[config.mk]
export PLATFORM = sky130hd
export DESIGN_NAME = smc_regs
export DESIGN_NICKNAME = d
export VERILOG_FILES = /design/src/hdl/smc_pkg.sv /design/src/hdl/smc_sync.sv /design/src/hdl/smc_spi_shift.sv /design/src/hdl/smc_regs.sv
export SDC_FILE = /design/constraint.sdc
export NUM_CORES = 1
export LEC_CHECK = 0
export BUFFER_PORTS_ARGS = -buffer_cell sky130_fd_sc_hd__buf_4
export CAP_MARGIN = 10
export CORE_ASPECT_RATIO = 2
export CORE_MARGIN = 3
export CORE_UTILIZATION = 59
export DETAILED_ROUTE_END_ITERATION = 8
export PLACE_DENSITY = 0.9
export SLEW_MARGIN = 25
export SYNTH_ARGS = -nofsm -noshare
export SYNTH_HDL_FRONTEND = slang
export SYNTH_SLANG_ARGS = --single-unit
[constraint.sdc]
create_clock -name clk_sys -period 2.2 [get_ports clk_sys]
set_input_delay 0.11 -clock clk_sys [delete_from_list [all_inputs] [get_ports clk_sys]]
set_output_delay 0.11 -clock clk_sys [all_outputs]
set_load 0.01 [all_outputs]
[src/hdl/smc_pkg.sv]
package smc_pkg;

    // register indices, which are also the frame's 7-bit address codes
    localparam logic [6:0] ADDR_MODE_SUPPLY = 7'h01;
    localparam logic [6:0] ADDR_HW_CONFIG   = 7'h02;

    localparam int FRAME_BITS = 16;
    localparam int ADDR_BITS  = 7;

    // mode_and_supply_control field positions
    localparam int MS_MODE_LSB = 6;
    localparam int MS_V3_BIT   = 5;
    localparam int MS_V2_LSB   = 3;
    localparam int MS_OVR_BIT  = 2;
    localparam int MS_RT_LSB   = 0;

    // hardware_config_control field positions
    localparam int HW_VSEL_BIT  = 7;
    localparam int HW_SRO_BIT   = 6;
    localparam int HW_FO_BIT    = 5;
    localparam int HW_UVK_BIT   = 4;
    localparam int HW_LS_BIT    = 3;
    localparam int HW_RSV_BIT   = 2;
    localparam int HW_LSSTP_BIT = 1;
    localparam int HW_CFG_BIT   = 0;

    // reset values and masks; a set bit in a keep mask keeps the previous content
    localparam logic [7:0] MS_RST_VAL       = 8'h00;
    localparam logic [7:0] HW_RST_VAL       = 8'h00;
    localparam logic [7:0] MS_RESTART_KEEP  = 8'h23;
    localparam logic [7:0] HW_RESTART_KEEP  = 8'hD9;
    localparam logic [7:0] HW_SOFT_KEEP     = 8'h88;
    localparam logic [7:0] HW_WRITE_MASK    = 8'hFB;

    localparam logic [1:0] SECOND_REG_OFF   = 2'h0;
    localparam logic [1:0] WD_LIMIT_DEFAULT = 2'h2;
    localparam logic [1:0] WD_LIMIT_FAST    = 2'h1;

    // reset output low time after a soft reset, in clk_sys cycles
    localparam int SOFT_RST_LOW_CYCLES = 16;

    typedef enum logic [1:0] {
        SMC_MODE_NORMAL = 2'h0,
        SMC_MODE_SLEEP  = 2'h1,
        SMC_MODE_STOP   = 2'h2,
        SMC_MODE_SOFTRST = 2'h3
    } smc_mode_t;

    // frame bit 15 down to bit 0
    typedef struct packed {
        logic [7:0] data;
        logic       wr;
        logic [6:0] addr;
    } smc_frame_t;

    typedef struct packed {
        smc_mode_t  mode;
        logic [1:0] second_regulator_enable;
        logic [1:0] main_reset_threshold;
        logic       third_regulator_voltage_sel;
        logic       load_sharing_select;
        logic       load_sharing_in_stop;
        logic       third_regulator_uv_keep;
        logic [1:0] wd_fail_limit;
    } smc_ctrl_t;

endpackage

[src/hdl/smc_sync.sv]
`timescale 1ns/1ps
module smc_sync #(
    parameter int         W       = 1,
    parameter logic [0:0] RST_VAL = 1'h0
) (
    input  wire logic         clk_sys, // system clock
    input  wire logic         resetn,  // async reset, active low
    input  wire logic [W-1:0] din,     // asynchronous inputs
    output logic      [W-1:0] dout     // filtered levels
);
    logic [W-1:0] s1_r;
    logic [W-1:0] s2_r;
    logic [W-1:0] s3_r;
    logic [W-1:0] dout_nxt;

    // a bit changes only once the second and third stages agree
    always_comb
    begin
        dout_nxt = (~(s2_r ^ s3_r) & s2_r) | ((s2_r ^ s3_r) & dout);
    end

    always_ff @(posedge clk_sys or negedge resetn)
    begin
        if (!resetn)
        begin
            s1_r <= {W{RST_VAL}};
            s2_r <= {W{RST_VAL}};
            s3_r <= {W{RST_VAL}};
            dout <= {W{RST_VAL}};
        end
        else
        begin
            s1_r <= din;
            s2_r <= s1_r;
            s3_r <= s2_r;
            dout <= dout_nxt;
        end
    end
endmodule

[src/hdl/smc_spi_shift.sv]
`timescale 1ns/1ps
module smc_spi_shift (
    input  wire logic              clk_sys,     // system clock
    input  wire logic              resetn,      // async reset, active low
    input  wire logic              sck,         // synchronised serial clock
    input  wire logic              csn,         // synchronised chip select, low active
    input  wire logic              sdi,         // synchronised serial data in
    input  wire logic [7:0]        status_byte, // sent during the address byte
    input  wire logic [7:0]        rd_byte,     // content of the addressed register
    output logic      [7:0]        addr_byte,   // first byte once eight bits are in
    output smc_pkg::smc_frame_t    frame,       // last complete frame
    output logic                   frame_valid, // one-cycle pulse at chip select rise
    output logic                   sdo,         // serial data out
    output logic                   sdo_oe       // drive enable for sdo
);
    logic [15:0] rx_r;
    logic [15:0] rx_nxt;
    logic [4:0]  cnt_r;
    logic [4:0]  cnt_nxt;
    logic [7:0]  tx_r;
    logic [7:0]  tx_nxt;
    logic        sck_d_r;
    logic        csn_d_r;
    logic        sdo_nxt;
    logic        fv_nxt;
    smc_pkg::smc_frame_t frame_nxt;

    assign addr_byte = rx_r[15:8];

    // lsb of the frame goes first on the wire, in both directions
    always_comb
    begin
        rx_nxt    = rx_r;
        cnt_nxt   = cnt_r;
        tx_nxt    = tx_r;
        sdo_nxt   = sdo;
        fv_nxt    = 1'b0;
        frame_nxt = frame;
        if (csn_d_r && !csn)
        begin
            cnt_nxt = 5'h00;
            tx_nxt  = status_byte;
            sdo_nxt = status_byte[0];
        end
        else if (!csn && sck && !sck_d_r)
        begin
            rx_nxt = {sdi, rx_r[15:1]};
            if (cnt_r != 5'h1F)
                cnt_nxt = cnt_r + 5'h01;
        end
        else if (!csn && !sck && sck_d_r)
        begin
            if (cnt_r == 5'h08)
            begin
                tx_nxt  = rd_byte;
                sdo_nxt = rd_byte[0];
            end
            else
            begin
                tx_nxt  = {1'b0, tx_r[7:1]};
                sdo_nxt = tx_r[1];
            end
        end
        // only frames of exactly sixteen bits count
        if (!csn_d_r && csn && cnt_r == 5'(smc_pkg::FRAME_BITS))
        begin
            fv_nxt    = 1'b1;
            frame_nxt = smc_pkg::smc_frame_t'(rx_r);
        end
    end

    always_ff @(posedge clk_sys or negedge resetn)
    begin
        if (!resetn)
        begin
            rx_r        <= 16'h0000;
            cnt_r       <= 5'h00;
            tx_r        <= 8'h00;
            sck_d_r     <= 1'b0;
            csn_d_r     <= 1'b1;
            sdo         <= 1'b0;
            sdo_oe      <= 1'b0;
            frame_valid <= 1'b0;
            frame       <= '0;
        end
        else
        begin
            rx_r        <= rx_nxt;
            cnt_r       <= cnt_nxt;
            tx_r        <= tx_nxt;
            sck_d_r     <= sck;
            csn_d_r     <= csn;
            sdo         <= sdo_nxt;
            sdo_oe      <= !csn;
            frame_valid <= fv_nxt;
            frame       <= frame_nxt;
        end
    end
endmodule

[src/hdl/smc_regs.sv]
// What this block does
// - a frame is sixteen bits: address byte with access bit, then data byte
// - frame bit 7 clear reads the register, set writes the data byte
// - register bits D0 to D7 are frame bits 8 to 15
// - reserved bits always read zero; host writes zero there
// - control bits hold their value unless hardware-modifiable fields update them
// - power-on reset loads reset values; soft reset too but keeps hardware config bits 7 and 3; restart loads restart values
// - mode field bits 7:6: normal, sleep, stop; 11 executes soft reset
// - a write never moves the mode from stop directly to sleep
// - entering restart rewrites the mode field to normal
// - restart or overtemperature clears the second regulator field to off
// - bit 5 switches the third regulator off or on
// - bits 4:3 pick second regulator: off, normal, normal+stop, always
// - overvoltage always sets flag; restart request only when bit 2 set
// - bits 1:0 pick one of four main reset thresholds
// - during a write the output shows the previous register content
// - soft reset pulls reset output low unless the select bit 6 is set
// - software bit 5 forces failure outputs; else only failures drive them
// - clearing the software bit keeps failure-driven outputs; status clear releases
// - restart clears the software failure bit; the outputs are released unless the failure status is still set
// - bit 4 clear shuts third regulator at supply undervoltage; set keeps it
// - bit 7 picks third regulator voltage; bit 3 picks load sharing
// - bit 0 picks restart after second or first watchdog failure
`timescale 1ns/1ps
module smc_regs #(
    parameter int SOFT_RST_CYCLES = smc_pkg::SOFT_RST_LOW_CYCLES
) (
    input  wire logic         clk_sys,                   // system clock, 250 MHz
    input  wire logic         resetn,                    // power-on reset, async, low
    input  wire logic         spi_sck,                   // serial clock pin
    input  wire logic         spi_csn,                   // chip select pin, low active
    input  wire logic         spi_sdi,                   // serial data in pin
    output logic              spi_sdo_out,               // serial data out value
    output logic              spi_sdo_oe,                // serial data out drive enable
    input  wire logic [7:0]   status_byte,               // shifted out with the address
    input  wire logic         restart_enter,             // pulse: restart mode entered
    input  wire logic         overtemp_event,            // pulse: overtemperature
    input  wire logic         overvoltage_event,         // pulse: main overvoltage
    input  wire logic         supply_undervoltage,       // level: supply undervoltage
    input  wire logic         failure_status,            // level: failure status bit set
    output smc_pkg::smc_ctrl_t ctrl,                     // decoded control fields
    output logic              third_regulator_enable,    // third regulator on
    output logic              main_overvoltage_flag_set, // pulse: set overvoltage flag
    output logic              ov_reaction_req,           // pulse: restart/fail-safe request
    output logic              soft_reset_req,            // pulse: soft reset executed
    output logic              reset_output_n,            // reset output, low active
    output logic              failure_outputs            // failure outputs active
);
    typedef enum logic [1:0] {
        ST_RUN  = 2'b01,
        ST_SRST = 2'b10
    } smc_st_t;

    localparam logic [7:0] SRST_LOAD = 8'(SOFT_RST_CYCLES - 1);

    logic [2:0]          pins_s;
    logic [7:0]          addr_byte;
    logic [7:0]          rd_byte;
    smc_pkg::smc_frame_t frame;
    logic                frame_valid;
    logic                sdo_i;
    logic                sdo_oe_i;

    logic [7:0]          ms_r;
    logic [7:0]          ms_nxt;
    logic [7:0]          hw_r;
    logic [7:0]          hw_nxt;
    logic                soft_w;
    logic                ms_wr;
    logic                hw_wr;
    smc_pkg::smc_mode_t  wmode;

    smc_st_t             st_r;
    smc_st_t             st_nxt;
    logic [7:0]          scnt_r;
    logic [7:0]          scnt_nxt;

    smc_pkg::smc_ctrl_t  ctrl_nxt;
    logic                v3_nxt;
    logic                ovf_nxt;
    logic                ovr_nxt;
    logic                sreq_nxt;
    logic                ron_nxt;
    logic                fo_nxt;

    function automatic logic [7:0] reg_read(input logic [6:0] a,
                                            input logic [7:0] ms,
                                            input logic [7:0] hw);
        logic [7:0] v;
        v = 8'h00;
        if (a == smc_pkg::ADDR_MODE_SUPPLY)
            v = ms;
        else if (a == smc_pkg::ADDR_HW_CONFIG)
            v = hw & smc_pkg::HW_WRITE_MASK;
        return v;
    endfunction

    smc_sync #(
        .W       (3),
        .RST_VAL (1'h0)
    ) u_sync (
        .clk_sys (clk_sys),
        .resetn  (resetn),
        .din     ({~spi_csn, spi_sck, spi_sdi}),
        .dout    (pins_s)
    );

    // read data is the stored content, so a write shows the old value
    assign rd_byte = reg_read(addr_byte[6:0], ms_r, hw_r);

    smc_spi_shift u_shift (
        .clk_sys     (clk_sys),
        .resetn      (resetn),
        .sck         (pins_s[1]),
        .csn         (~pins_s[2]),
        .sdi         (pins_s[0]),
        .status_byte (status_byte),
        .rd_byte     (rd_byte),
        .addr_byte   (addr_byte),
        .frame       (frame),
        .frame_valid (frame_valid),
        .sdo         (sdo_i),
        .sdo_oe      (sdo_oe_i)
    );

    assign spi_sdo_out = sdo_i;
    assign spi_sdo_oe  = sdo_oe_i;

    // register file
    always_comb
    begin
        ms_nxt = ms_r;
        hw_nxt = hw_r;
        wmode  = smc_pkg::smc_mode_t'(frame.data[smc_pkg::MS_MODE_LSB +: 2]);
        ms_wr  = frame_valid && frame.wr && frame.addr == smc_pkg::ADDR_MODE_SUPPLY;
        hw_wr  = frame_valid && frame.wr && frame.addr == smc_pkg::ADDR_HW_CONFIG;
        soft_w = ms_wr && wmode == smc_pkg::SMC_MODE_SOFTRST;
        if (soft_w)
        begin
            ms_nxt = smc_pkg::MS_RST_VAL;
            hw_nxt = (hw_r & smc_pkg::HW_SOFT_KEEP)
                   | (smc_pkg::HW_RST_VAL & ~smc_pkg::HW_SOFT_KEEP);
        end
        else if (ms_wr)
        begin
            ms_nxt = frame.data;
            if (ms_r[smc_pkg::MS_MODE_LSB +: 2] == smc_pkg::SMC_MODE_STOP
                && wmode == smc_pkg::SMC_MODE_SLEEP)
                ms_nxt[smc_pkg::MS_MODE_LSB +: 2] = smc_pkg::SMC_MODE_STOP;
        end
        else if (hw_wr)
        begin
            hw_nxt = frame.data & smc_pkg::HW_WRITE_MASK;
        end
        if (overtemp_event)
            ms_nxt[smc_pkg::MS_V2_LSB +: 2] = smc_pkg::SECOND_REG_OFF;
        if (restart_enter)
        begin
            // mode to normal, second regulator off, software failure bit cleared
            ms_nxt = ms_nxt & smc_pkg::MS_RESTART_KEEP;
            hw_nxt = hw_nxt & smc_pkg::HW_RESTART_KEEP;
        end
    end

    always_ff @(posedge clk_sys or negedge resetn)
    begin
        if (!resetn)
        begin
            ms_r <= smc_pkg::MS_RST_VAL;
            hw_r <= smc_pkg::HW_RST_VAL;
        end
        else
        begin
            ms_r <= ms_nxt;
            hw_r <= hw_nxt;
        end
    end

    // soft reset sequencer for the reset output
    always_comb
    begin
        st_nxt   = st_r;
        scnt_nxt = scnt_r;
        unique case (st_r)
            ST_RUN:
            begin
                if (soft_w && !hw_r[smc_pkg::HW_SRO_BIT])
                begin
                    st_nxt   = ST_SRST;
                    scnt_nxt = SRST_LOAD;
                end
            end
            ST_SRST:
            begin
                if (scnt_r == 8'h00)
                    st_nxt = ST_RUN;
                else
                    scnt_nxt = scnt_r - 8'h01;
            end
            default:
            begin
                st_nxt   = ST_RUN;
                scnt_nxt = 8'h00;
            end
        endcase
    end

    always_ff @(posedge clk_sys or negedge resetn)
    begin
        if (!resetn)
        begin
            st_r   <= ST_RUN;
            scnt_r <= 8'h00;
        end
        else
        begin
            st_r   <= st_nxt;
            scnt_r <= scnt_nxt;
        end
    end

    // registered outputs
    always_comb
    begin
        ctrl_nxt.mode                        = smc_pkg::smc_mode_t'(ms_r[smc_pkg::MS_MODE_LSB +: 2]);
        ctrl_nxt.second_regulator_enable     = ms_r[smc_pkg::MS_V2_LSB +: 2];
        ctrl_nxt.main_reset_threshold        = ms_r[smc_pkg::MS_RT_LSB +: 2];
        ctrl_nxt.third_regulator_voltage_sel = hw_r[smc_pkg::HW_VSEL_BIT];
        ctrl_nxt.load_sharing_select         = hw_r[smc_pkg::HW_LS_BIT];
        ctrl_nxt.load_sharing_in_stop        = hw_r[smc_pkg::HW_LSSTP_BIT];
        ctrl_nxt.third_regulator_uv_keep     = hw_r[smc_pkg::HW_UVK_BIT];
        ctrl_nxt.wd_fail_limit = hw_r[smc_pkg::HW_CFG_BIT] ? smc_pkg::WD_LIMIT_FAST
                                                            : smc_pkg::WD_LIMIT_DEFAULT;
        v3_nxt   = ms_r[smc_pkg::MS_V3_BIT]
                 && !(supply_undervoltage && !hw_r[smc_pkg::HW_UVK_BIT]);
        ovf_nxt  = overvoltage_event;
        ovr_nxt  = overvoltage_event && ms_r[smc_pkg::MS_OVR_BIT];
        sreq_nxt = soft_w;
        ron_nxt  = !(st_r == ST_SRST);
        fo_nxt   = hw_r[smc_pkg::HW_FO_BIT] || failure_status;
    end

    always_ff @(posedge clk_sys or negedge resetn)
    begin
        if (!resetn)
        begin
            ctrl                      <= '0;
            third_regulator_enable    <= 1'b0;
            main_overvoltage_flag_set <= 1'b0;
            ov_reaction_req           <= 1'b0;
            soft_reset_req            <= 1'b0;
            reset_output_n            <= 1'b1;
            failure_outputs           <= 1'b0;
        end
        else
        begin
            ctrl                      <= ctrl_nxt;
            third_regulator_enable    <= v3_nxt;
            main_overvoltage_flag_set <= ovf_nxt;
            ov_reaction_req           <= ovr_nxt;
            soft_reset_req            <= sreq_nxt;
            reset_output_n            <= ron_nxt;
            failure_outputs           <= fo_nxt;
        end
    end
endmodule

After elaboration in Yosys (flattened, before gate mapping) --
Cells that the tools add are included.
Operators by class: bitwise logic cells 8, reductions and logical operators 37, muxes and demuxes 30, equality and inequality tests 17, add/sub/neg operators 2
Operators by type and width (number):
- two-way mux 8 bit | 14
- logical AND 1 bit | 16
- case mux 8 bit (2 select lines) | 1
- two-way mux 5 bit | 3
- equality test 7 x 1 -> 1 bit, second input constant | 2
- equality test 7 x 2 -> 1 bit, second input constant | 2
- AND reduction 2 bit | 6
- two-way mux 2 bit | 5
- zero test 8 bit | 1
- subtractor 8 x 1 -> 8 bit, second input constant | 1
- zero test 1 bit | 7
- bitwise AND 3 bit | 2
- equality test 2 bit, second input constant | 3
- two-way mux 6 bit | 1
- != test 2 bit, second input constant | 3
- nonzero test 2 bit | 3
- nonzero test 3 bit | 2
- adder 5 x 1 -> 5 bit, second input constant | 1
- equality test 5 x 4 -> 1 bit, second input constant | 1
- equality test 5 bit, second input constant | 1
- two-way mux 1 bit | 5
- != test 5 bit, second input constant | 1
- equality test 2 x 1 -> 1 bit, second input constant | 2
- case mux 2 bit (2 select lines) | 1
- 8 further kinds | 10
Word-level totals: logic and storage cells 130, output and inout port bits 20, input bits 18, register bits after elaboration 106

Depth between registers and ports, before layout --
depth after elaboration 7, gate-level depth with buffers 8, depth with buffers taken out 7

Modules after synthesis --
Synthesis repeated with hierarchy kept, for this count alone.
Unflattened totals: cell total of the unflattened synthesis 356, area, all modules 4362.9 um^2
By module, submodules not included:
- smc_spi_shift | sequential area each 1227.4 um^2, times used 1, area each 2133.3 um^2, cells an instance 166
- smc_regs | sequential area each 1078.5 um^2, times used 1, area each 1895.6 um^2, cells an instance 175
- smc_sync | sequential area each 300.3 um^2, times used 1, area each 334.1 um^2, cells an instance 15

Least setup slack after synthesis --
No wires, ideal clock.
path type reg-to-reg, from reg st_r[0], to reg scnt_r[7], period minus slack after synthesis 1910 ps, setup slack 290 ps, library setup time 95 ps, required time 2105 ps, path buffers 0, data arrival time 1815 ps, cell stages (with the launch flop) 6, cells stage by stage dfstp_2 -> inv_1 -> ha_1 -> nand2b_1 -> or3b_2 -> o31ai_1
Between the ends: cells in the longest elaborated chain, start to end 3, elaborated cells between the ends (all ways) 6, those cells by class 4 x eq/ne; 1 x mux; 1 x reduce/logical
RTL lines:
- start: declaration | RTL line smc_regs.sv:73 | smc_st_t st_r;
- start signal: assignment | RTL line smc_regs.sv:217 | st_r <= st_nxt;
- equality test 2 bit or equality test 2 x 1 -> 1 bit (tied branches) | RTL line smc_regs.sv:184 | unique case (st_r)
- != test 2 bit (no line)
- AND reduction 2 bit (no line)
- end signal: assignment | RTL line smc_regs.sv:218 | scnt_r <= scnt_nxt;
- end: declaration | RTL line smc_regs.sv:75 | logic [7:0] scnt_r;
Parallel ways exist; a longest one is shown, timed or not. A chain may end at the register's enable or synchronous reset.

Worst setup path in the final report --
Same ends and word-level chain as after synthesis.

==> flow_summary.yaml <==
worst_setup_path:
  worst-setup-path-type: "flip-flop to flip-flop"
  crit_required_ps: 2450
  critPathMaxFanout: 7
  crit_arrival_ps: 2340
  worstSetupStartpointType: "flip-flop"
  cp-end-kind: "flip-flop"
sta:
  rsz0062_at_grt: "false"
  timing.setup.tns_ps: 0
  maxSlewHeadroom_pct: 58.5
  fin_crit_sh_pct: 94.8
  hold_viol: 0
  finClkSkew_ps: 10.5
  drv_slew: 0
  fmax_mhz: 480
  fin_crit_ps: 2090
  worst_pin_slew_ps: 622
  finalSetupViolations: 0
grt:
  use_met1_pct: 24.6
  grt_pass1_wl_mm: 15.6
  gr-total-overflow: 0
  grt_pass1_vias: 3197
  antenna_found_initial: 0
  gr-usage-met3_pct: 7.58
  grt_usage_pct: 25.3
  grt-busiest-layer: "met2"
  grt_max_degree: 50
  use_met2_pct: 44.6
final_layout:
  n_antenna_cell: 0
  seqCellArea_um2: 2610
  fin_area_um2: 5110
  n_fill_cell: 452
  multiInputGateArea_um2: 1550
  nets: 427
  final_util_pct: 73.1
  drive_above_1_share_pct: 26.8
  area_delta_synth_final_pct: 20.2
synth:
  async_flop_share_pct: 100
  synth_top_cell_by_area: "dfrtp_1"
  synth_top_area_share_pct: 59.4
  synthesis.nets: 372
  synth_compound_area_share_pct: 10.6
  synth.avg_cell_area_um2: 12.3
  synth_cell_types: 53
  synth.area.mux_share_pct: 9.47
  ys_ff_latch: 104
  synthAdderAreaFrac_pct: 2.76
  synthSimpleGateAreaFrac_pct: 12.6
  syn_inst: 347
  synthesis.area_um2: 4250
  synth_xor_area_share_pct: 0.618
  synth_seq_area_share_pct: 61.3
  synth_top_family_by_area: "simple AND/OR/NAND/NOR gates"
  ys.warnings.count: 0
  synth_enable_flop_cells: 0
  ys.flop_type: "dfrtp_1"
  synth_area_leaders: "dfrtp_1 59%, mux2_2 9.0%, nand2_1 3.0%, ha_1 2.1%, dfstp_2 1.9%"
pwr:
  total_power_mw: 4.19
  power_density_nw_per_um2: 819
  p_int_mw: 3.22
  pwr-share-seq_pct: 50.7
  pwr-share-clk_pct: 41.4
  power_frac_comb_pct: 7.9
  p_sw_uw: 965
  p_sw_share_pct: 23.1
  p_leak_nw: 2.47
  vdd_ir_drop_max_v: 0.000636
floorplan:
  io_pins: 38
  rows: 43
  dieWidth_um: 66.0
  die_y_um: 126
  dieArea_um2: 8330
  core_um2: 6990
  initial_core_util_pct: 60.8
route:
  drtAntennaViolNets: 0
  route.detailed.drc: 0
  firstDrtPassIters: 5
  dr.first_iter.drc_count: 361
  routed_wl_mm: 9.69
  wl_per_cell_um: 19.5
  vias: 3117
  viasPerCell: 6.27
placement:
  dp_hpwl_mm: 6.30
  placed_cell_area_um2: 4680
  io_buffers: 37
  place.gp.congestion: 0.832
job:
  maxCapViolCount: 0
clocking:
  numClockSinks: 104
  clk_latency_ps: 350
  root_buffer: "clkbuf_16"
  cts_tree: "yes"
  cts_setup_buffers: 0
  cts_buffers: 9
  clk_pin_slew_worst_paths_ps: 70
  clock_path_buffers: 2
  htree_levels: 3
run_status:
  status: "finished clean"
min_path:
  holdCritPathClass: "input pin to flip-flop"
-- sequential cells by signal, summed over array words and instances (netlist names), 2 cells and up, named ones only --
| register | flops |
|---|---|
| u_shift.frame | 16 |
| u_shift.rx_r | 16 |
| ctrl | 12 |
| ms_r | 8 |
| scnt_r | 8 |
| u_shift.tx_r | 8 |
| hw_r | 7 |
| u_shift.cnt_r | 5 |
| u_sync.s1_r | 3 |
| u_sync.s2_r | 3 |
| u_sync.s3_r | 3 |
| st_r | 2 |
-- power by group through the flow --
stage                     logic [mW]  clock network (mW)  registers (mW)
after global routing           0.367                1.82            2.14
after detailed placement       0.312                   0            2.15
after CTS                      0.334                1.75            2.12
final                          0.331                1.73            2.12
after global placement         0.298                   0            2.15
after floorplan                0.190                   0            2.13
-- worst max-delay path, cell delays in order, from the launching register on --
cell and delay, ps:
dfstp_2 550, inv_1 40, ha_1 370, nand2b_2 270, or3b_2 520, o31ai_2 240
-- layout by cell type, fill, tap and decap left out, drive strengths merged, types with 3 or more instances in the layout --
cell type / count
dfrtp: 101
buf: 47
nand2: 34
mux2: 34
inv: 19
nor2: 14
o21ai: 12
a31oi: 10
a21oi: 10
clkbuf: 10
a22o: 9
nand3: 9
dlygate4sd3: 9
ha: 7
o22ai: 6
nor3: 6
nor2b: 5
or4: 5
nand3b: 3
maj3: 3
o21a: 3
dfstp: 3
o31ai: 3
nor4: 3
-- worst paths after layout --
| path | start | end | slack (ps) | cells past startpoint |
|---|---|---|---|---|
| hold reg to reg | u_sync.s1_r[2]$_DFF_PN0_ | u_sync.s2_r[2]$_DFF_PN0_ | 350 | 0 |
| setup reg to reg | st_r[0]$_DFFE_PN1P_ | scnt_r[7]$_DFFE_PN0P_ | 110 | 5 |
| max in group asynchronous | resetn | u_shift.csn_d_r$_DFF_PN1_ | 1180 | 3 |
| min in group asynchronous | resetn | u_shift.sdo_oe$_DFF_PN0_ | 320 | 2 |
| setup / recovery | st_r[0]$_DFFE_PN1P_ | scnt_r[7]$_DFFE_PN0P_ | 110 | 5 |
| hold / removal | status_byte[7] | u_shift.tx_r[7]$_DFFE_PN0P_ | 5 | 3 |
-- per-layer routing --
metal  share of wire (%)  up-vias
li1                    -     1365
met1                  34     1531
met2                  55      165
met3                 4.9       56
met4                 5.6        0
met5                   0        -
-- repair_timing --
item	CTS	global route
hold endpoints to repair	56	0
resized for setup	0	3
hold buffers	9	0
setup endpoints to repair	0	2
-- per-stage QoR --
step | setup WS [ps] | hold slack (ps) | std cells
2_1_floorplan | 290 | -186 | 347
3_3_place_gp | 232 | 152 | 472
3_5_place_dp | 82.0 | 154 | 472
4_1_cts | 63.2 | 0.442 | 497
5_1_grt | 2.97 | 22.1 | 497
6_report | 115 | 4.77 | 497
-- final cells by class --
cell class | count | share of cell area [%]
Tap cell | 90 | 2.20
Sequential cell | 104 | 51.0
Timing Repair Buffer | 56 | 8.91
Clock buffer | 10 | 4.67
Clock inverter | 6 | 1.71
Multi-Input combinational cell | 214 | 30.3
Inverter | 17 | 1.25
-- Yosys cell counts (3+ instances only) --
cell / count
nor2b_1: 5
buf_2: 3
nor3_1: 4
dfrtp_1: 101
dfstp_2: 3
o21ai_0: 11
a31oi_1: 10
maj3_1: 3
nand2_1: 34
a22o_1: 9
o22ai_1: 6
inv_1: 17
nand3_1: 9
o21a_1: 3
ha_1: 7
clkbuf_1: 9
a21oi_1: 10
nor2_1: 14
o31ai_1: 3
nand3b_1: 3
mux2_2: 34
or4_1: 4
-- logic make-up after synthesis --
family                   after synthesis
AND/OR/NAND/NOR                       98
buffers and inverters                 29
flip-flops                           104
AO/OA/AOI/OAI                         67
XOR/XNOR                               3
adder cells (fa/ha/maj)               10
multiplexers                          36
No activity file was read; power rests on OpenSTA's default activity.
